File: src/verilog/tpo_pkg.sv
// constants shared by the time-proportioning output block
// Behaviour
// - the on/off waveform repeats every ten seconds whatever duty is commanded.
// - period timer advances once per 0.01 s tick and ends after 1000 ticks.
// - period timer restarts itself on reaching its preset, no trigger needed.
// - period end pulses one cycle and clears both the period and on-time counters.
// - at period end the control word is sampled to govern the next period.
// - the sample is divided by 4.095 and truncated, mapping 0..4095 onto 0..1000.
// - the scaled count becomes the on-time preset, replacing the previous one.
// - on-time timer counts the same tick; its preset ranges 0 up to 1000.
// - output high from period start until the on-time timer reaches its preset.
// - output forced low in the cycle the period end clears the on-time counter.
package tpo_pkg;

  // clock and tick timing, each time in its own unit
  localparam int unsigned CLK_PERIOD_NS = 8;
  localparam int unsigned TICK_NS       = 10_000_000;
  localparam int unsigned PERIOD_S      = 10;
  localparam int unsigned NS_PER_S      = 1_000_000_000;
  localparam int unsigned TICK_CYCLES   = TICK_NS / CLK_PERIOD_NS;
  localparam int unsigned PERIOD_TICKS_I = (PERIOD_S * (NS_PER_S / TICK_NS));

  // counter widths and presets
  localparam int unsigned CNT_W  = 10;
  localparam int unsigned WORD_W = 12;
  localparam logic [CNT_W-1:0]  PERIOD_TICKS = CNT_W'(PERIOD_TICKS_I);
  localparam logic [CNT_W-1:0]  ON_MAX       = 10'h3E8;
  localparam logic [WORD_W-1:0] WORD_FULL    = 12'hFFF;

  // divide by 4.095 done as multiply by 1000 then divide by 4095
  localparam int unsigned PROD_W    = 22;
  localparam logic [PROD_W-1:0] SCALE_MUL = 22'h0003E8;
  localparam logic [PROD_W-1:0] SCALE_DIV = 22'h000FFF;

  localparam logic [CNT_W-1:0] CNT_ZERO = 10'h000;

endpackage

File: src/verilog/tpo_scaler.sv
// maps a 12-bit control word onto 0..1000 ticks
`timescale 1ns/1ps
module tpo_scaler (
  input  wire logic [tpo_pkg::WORD_W-1:0] i_word,
  output logic      [tpo_pkg::CNT_W-1:0]  o_ticks
);

  logic [tpo_pkg::PROD_W-1:0] prod;
  logic [tpo_pkg::PROD_W-1:0] quot;

  // truncation, not rounding: full scale lands exactly on 1000
  always_comb
  begin
    prod    = tpo_pkg::PROD_W'(i_word) * tpo_pkg::SCALE_MUL;
    quot    = prod / tpo_pkg::SCALE_DIV;
    o_ticks = quot[tpo_pkg::CNT_W-1:0];
  end

endmodule // tpo_scaler

File: config.mk
export PLATFORM = sky130hd
export DESIGN_NAME = tpo_scaler
export DESIGN_NICKNAME = d
export VERILOG_FILES = /design/src/verilog/tpo_pkg.sv /design/src/verilog/tpo_scaler.sv
export SDC_FILE = /design/constraint.sdc
export NUM_CORES = 1
export LEC_CHECK = 0
export ABC_AREA = 1
export BUFFER_PORTS_ARGS = -buffer_cell sky130_fd_sc_hd__buf_2
export CAP_MARGIN = 5
export CORE_MARGIN = 2
export CORE_UTILIZATION = 64
export DETAILED_ROUTE_END_ITERATION = 12
export MAX_ROUTING_LAYER = met4
export PLACE_DENSITY_LB_ADDON = 0.12
export SYNTH_ARGS = -nofsm -noshare
export SYNTH_HDL_FRONTEND = slang
export SYNTH_SLANG_ARGS = --single-unit
File: constraint.sdc
create_clock -name vclk -period 27.4
set_clock_uncertainty 0.1 [all_clocks]
set_input_delay 2.74 -clock vclk [all_inputs]
set_output_delay 2.74 -clock vclk [all_outputs]
set_load 0.005 [all_outputs]
==> results.py, run 1 <==
metrics = {
    "yosys": {
        "synthesis.nets": 1103,
        "synth_compound_area_share_pct": 4.298,
        "synthAdderAreaFrac_pct": 23.59,
        "muxShareOfSynthArea_pct": 0,
        "yosys.area.top_type_share_pct": 19.76,
        "ys_top_cells_by_area": "nand2_1 (20%), fa_1 (13%), nand3_1 (11%)",
        "syn_area_sq_um": 5793,
        "syn_inst": 1004,
        "synth-seq-area-share_pct": 0,
        "synthSimpleGateAreaFrac_pct": 56.39,
        "synth_warnings": 0,
        "synth_cell_type_count": 43,
        "synth_top_family_by_area": "simple AND/OR/NAND/NOR gates",
        "yosys.area.top_type": "nand2_1",
        "synth_commonest_cells": "nand2_1 (305), inv_1 (163), nand3_1 (126)",
        "synth.avg_cell_area_sq_um": 5.770,
        "synth.most_common_cell": "nand2_1",
        "synth_xor_area_share_pct": 1.663,
    },
    "timing": {
        "min_period_over_period_pct": 63.21,
        "fmax_mhz": 57.74,
        "tightest_slew_ns": 0.7882,
        "finalSetupTns_ns": 0,
        "hold_violations": 0,
        "fin_crit_ns": 17.32,
        "setup_viol": 0,
        "rsz0062_at_grt": "false",
        "relSlewSlack_pct": 47.45,
        "final-max-slew-violation-count": 0,
    },
    "routing": {
        "drtPass1Iterations": 5,
        "drt-total-wl_um": 13390,
        "avgViaCountPerCell": 5.368,
        "post_drt_wl_per_cell_um": 11.92,
        "drt_iter0_drc": 307,
        "drcViolationCount": 0,
        "antenna_left": 0,
        "vias": 6028,
    },
    "min_path": {
        "whs_path_depth": 8,
        "hold_path_class": "input port to output port",
    },
    "floorplanning": {
        "row_count": 34,
        "initial_core_util_pct": 66.11,
        "dieArea_sq_um": 9829,
        "die_y_um": 99.14,
        "ios": 22,
        "die_x_um": 99.14,
        "core_area_sq_um": 8763,
    },
    "placed_design": {
        "place_area_sq_um": 5916,
        "globalplace.congestion": 0.9736,
        "io_buffer_count": 22,
        "hpwl_um": 11720,
    },
    "cts": {
        "ctsHoldBuffers": 0,
        "postCtsSetupBuffers": 0,
        "postCtsResizedCells": 0,
    },
    "global_routing": {
        "grt_pass1_wl_um": 24090,
        "grt_usage_pct": 28.99,
        "first_global_vias": 5647,
        "gr-total-overflow": 0,
        "antenna_found_initial": 0,
        "grt_max_degree": 24,
    },
    "setup_path": {
        "worstSetupPathType": "input port to output port",
        "arrival_ns": 14.48,
        "cpMostUsedCell": "nand2_1",
        "startpoint_type": "input port",
        "path_max_fanout": 23,
        "critPathRequiredTime_ns": 24.56,
        "end_kind": "output port",
        "cpPeakStageDelay_ns": 0.66,
        "slowest_stage": "o21ai_2",
    },
    "cells_and_area": {
        "clock_buffers": 0,
        "syn_to_final_growth_pct": 2.117,
        "design.seq.count": 0,
        "final_nets": 1116,
        "design_area_sq_um": 5916,
        "diodes": 0,
        "drive_gt1_share_pct": 15.47,
        "seq_area_sq_um": 0,
    },
    "job": {
        "drv_cap": 0,
    },
    "status": {
        "outcome": "finished clean",
    },
}
## worst paths after layout
check | slack, ns | endpoint | start
hold / removal | 6.21 | o_ticks[3] | i_word[0]
setup / recovery | 10.08 | o_ticks[0] | i_word[3]
## metal layers
layer	GRT usage [%]	wire (um)	up-vias	share of wire [%]
met4	3.056	150	0	1.1
met5	-	0	-	0
met3	0.4919	473	12	3.5
met1	39.18	6435	2691	48
li1	-	-	3166	-
met2	50.78	6331	159	47
## cell usage in the layout, fill, tap and decap left out, types with 7 or more instances in the layout
cell / n
nand2_1: 305
xor2_1: 9
nor2_2: 19
nand3_1: 126
a21oi_1: 11
inv_2: 19
nand3b_1: 7
o211ai_1: 7
nand3_2: 11
nand2_2: 50
ha_1: 50
buf_2: 22
inv_1: 163
nor3_1: 11
fa_1: 37
nand4_1: 20
nand2_4: 17
nor2_1: 80
o21ai_0: 15
## per-stage QoR
step | cells | setup slack [ns] | util, % | hold slack (ns)
5_1_grt | 1123 | 8.854 | 67.50 | 6.323
3_3_place_gp | 1123 | 10.43 | 67.50 | 6.206
6_report | 1123 | 10.08 | 67.50 | 6.209
3_5_place_dp | 1123 | 10.17 | 67.50 | 6.212
2_1_floorplan | 1004 | 12.69 | - | 5.808
4_1_cts | 1123 | 10.16 | 67.50 | 6.218
## worst max-delay path: cells and delay by family
family / cells / cell delay, ns
fa+ha+maj: 7 / 2.75
buf+inv: 13 / 1.19
compound gates: 2 / 0.84
simple gates: 52 / 6.92
## kinds of logic (layout without fill, tap and decap cells)
kind of cell	after synthesis	count (layout)
compound gates	42	42
fa+ha+maj	87	87
simple gates	669	669
xor+xnor	11	11
buf+inv	195	206
## area by class of cell
cell class                      instances  area, sq um
Tap cell                              108        135.1
Fill cell                             866         2848
Multi-Input combinational cell        809         4979
Inverter                              184        691.9
Timing Repair Buffer                   22        110.1
Power of run 1 is not shown: default switching activity piles up to over one toggle a cycle in this logic, so the estimate is an artifact.
==> run 2, diff against run 1 <==
==> constraint.sdc (replaced) <==
create_clock -name vclk -period 17.8
set_clock_uncertainty 0.1 [all_clocks]
set_input_delay 1.78 -clock vclk [all_inputs]
set_output_delay 1.78 -clock vclk [all_outputs]
set_load 0.005 [all_outputs]
==> run 2 against run 1 <==
Against the previous run:
- worst setup slack worse by 7.6 ns
- worst hold slack worse by 1.9 ns
- final cell count unchanged
- non-clock buffer count did not move
- cell area is the same
- first-iteration DRC count shrank 25%
- sequential share of layout area unchanged
- global-route usage decreased by 0.095 points
- wire length grew 0.16%
- sequential cell count unchanged
- core utilization did not move
- critical path type unchanged
==> results.py, run 2 (same netlist as run 1, synthesis figures left out) <==
metrics = {
    "global_routing": {
        "grt_usage_pct": 28.89,
        "first_global_vias": 5627,
        "gr-total-overflow": 0,
        "grt_pass1_wl_um": 24010,
        "antenna_found_initial": 0,
        "grt_max_degree": 24,
    },
    "floorplanning": {
        "initial_core_util_pct": 66.11,
        "die_x_um": 99.14,
        "dieArea_sq_um": 9829,
        "core_area_sq_um": 8763,
        "ios": 22,
        "die_y_um": 99.14,
        "row_count": 34,
    },
    "cells_and_area": {
        "final_nets": 1116,
        "design_area_sq_um": 5916,
        "clock_buffers": 0,
        "drive_gt1_share_pct": 15.47,
        "diodes": 0,
        "fin_util_pct": 67.50,
        "seq_area_sq_um": 0,
        "final_cell_mix": "nand2_1 (305), inv_1 (163), nand3_1 (126)",
        "final_common_cell": "nand2_1",
        "design.seq.count": 0,
        "syn_to_final_growth_pct": 2.117,
    },
    "timing": {
        "fin_crit_ns": 15.37,
        "fmax_mhz": 65.08,
        "min_period_over_period_pct": 86.33,
        "setup_viol": 0,
        "rsz0062_at_grt": "false",
        "hold_violations": 0,
        "final-max-slew-violation-count": 0,
        "tightest_slew_ns": 0.7896,
        "relSlewSlack_pct": 47.35,
        "finalSetupTns_ns": 0,
        "whs_ns": 4.287,
    },
    "setup_path": {
        "cpMostUsedCell": "nand2_1",
        "end_kind": "output port",
        "worstSetupPathType": "input port to output port",
        "critPathRequiredTime_ns": 15.92,
        "startpoint_type": "input port",
        "arrival_ns": 13.49,
        "cpPeakStageDelay_ns": 0.66,
        "path_max_fanout": 23,
        "slowest_stage": "o21ai_2",
    },
    "routing": {
        "vias": 6094,
        "post_drt_wl_per_cell_um": 11.94,
        "drtPass1Iterations": 5,
        "drt_iter0_drc": 229,
        "avgViaCountPerCell": 5.427,
        "drt-total-wl_um": 13410,
        "antenna_left": 0,
        "drcViolationCount": 0,
    },
    "cts": {
        "ctsHoldBuffers": 0,
        "postCtsResizedCells": 0,
        "postCtsSetupBuffers": 0,
    },
    "status": {
        "outcome": "finished clean",
    },
    "min_path": {
        "hold_path_class": "input port to output port",
    },
    "job": {
        "drv_cap": 0,
    },
    "placed_design": {
        "place_area_sq_um": 5916,
        "globalplace.congestion": 0.9748,
        "io_buffer_count": 22,
        "hpwl_um": 11710,
    },
}
[run 2: cell counts in the layout (fill, tap and decap cells not counted)]
No cell type changed its count.
[run 2: area by class of cell]
cell class	instances	area, sq um
fill	878	2848
inverter	184	691.9
timing repair buffer	22	110.1
tap	108	135.1
multi-input combinational	809	4979
[run 2: path summary, 6_finish.rpt]
check  depth (start not counted)         end      start  slack [ns]
min                            8  o_ticks[3]  i_word[0]        4.29
max                           74  o_ticks[0]  i_word[5]        2.43
[run 2: per-stage QoR]
stage	cells	setup slack [ns]
after CTS	1123	2.474
after floorplan	1004	5.012
final	1123	2.434
after detailed placement	1123	2.528
after global placement	1123	2.761
after global routing	1123	1.143
[run 2: critical path: cells and delay by family]
kind / cells / cell delay [ns]
and+or+nand+nor: 52 / 6.90
adders and majority gates: 7 / 2.72
buffers and inverters: 13 / 1.21
AOI/OAI and AO/OA: 2 / 0.84
[run 2: layer usage]
layer / wire length [um] / global-route usage [%] / up-vias
met5: 0 / - / -
met4: 157 / 2.950 / 0
met3: 481 / 1.054 / 18
met2: 6388 / 49.79 / 135
met1: 6385 / 39.46 / 2762
li1: - / - / 3179
Power of run 2 is left out for the same reason.
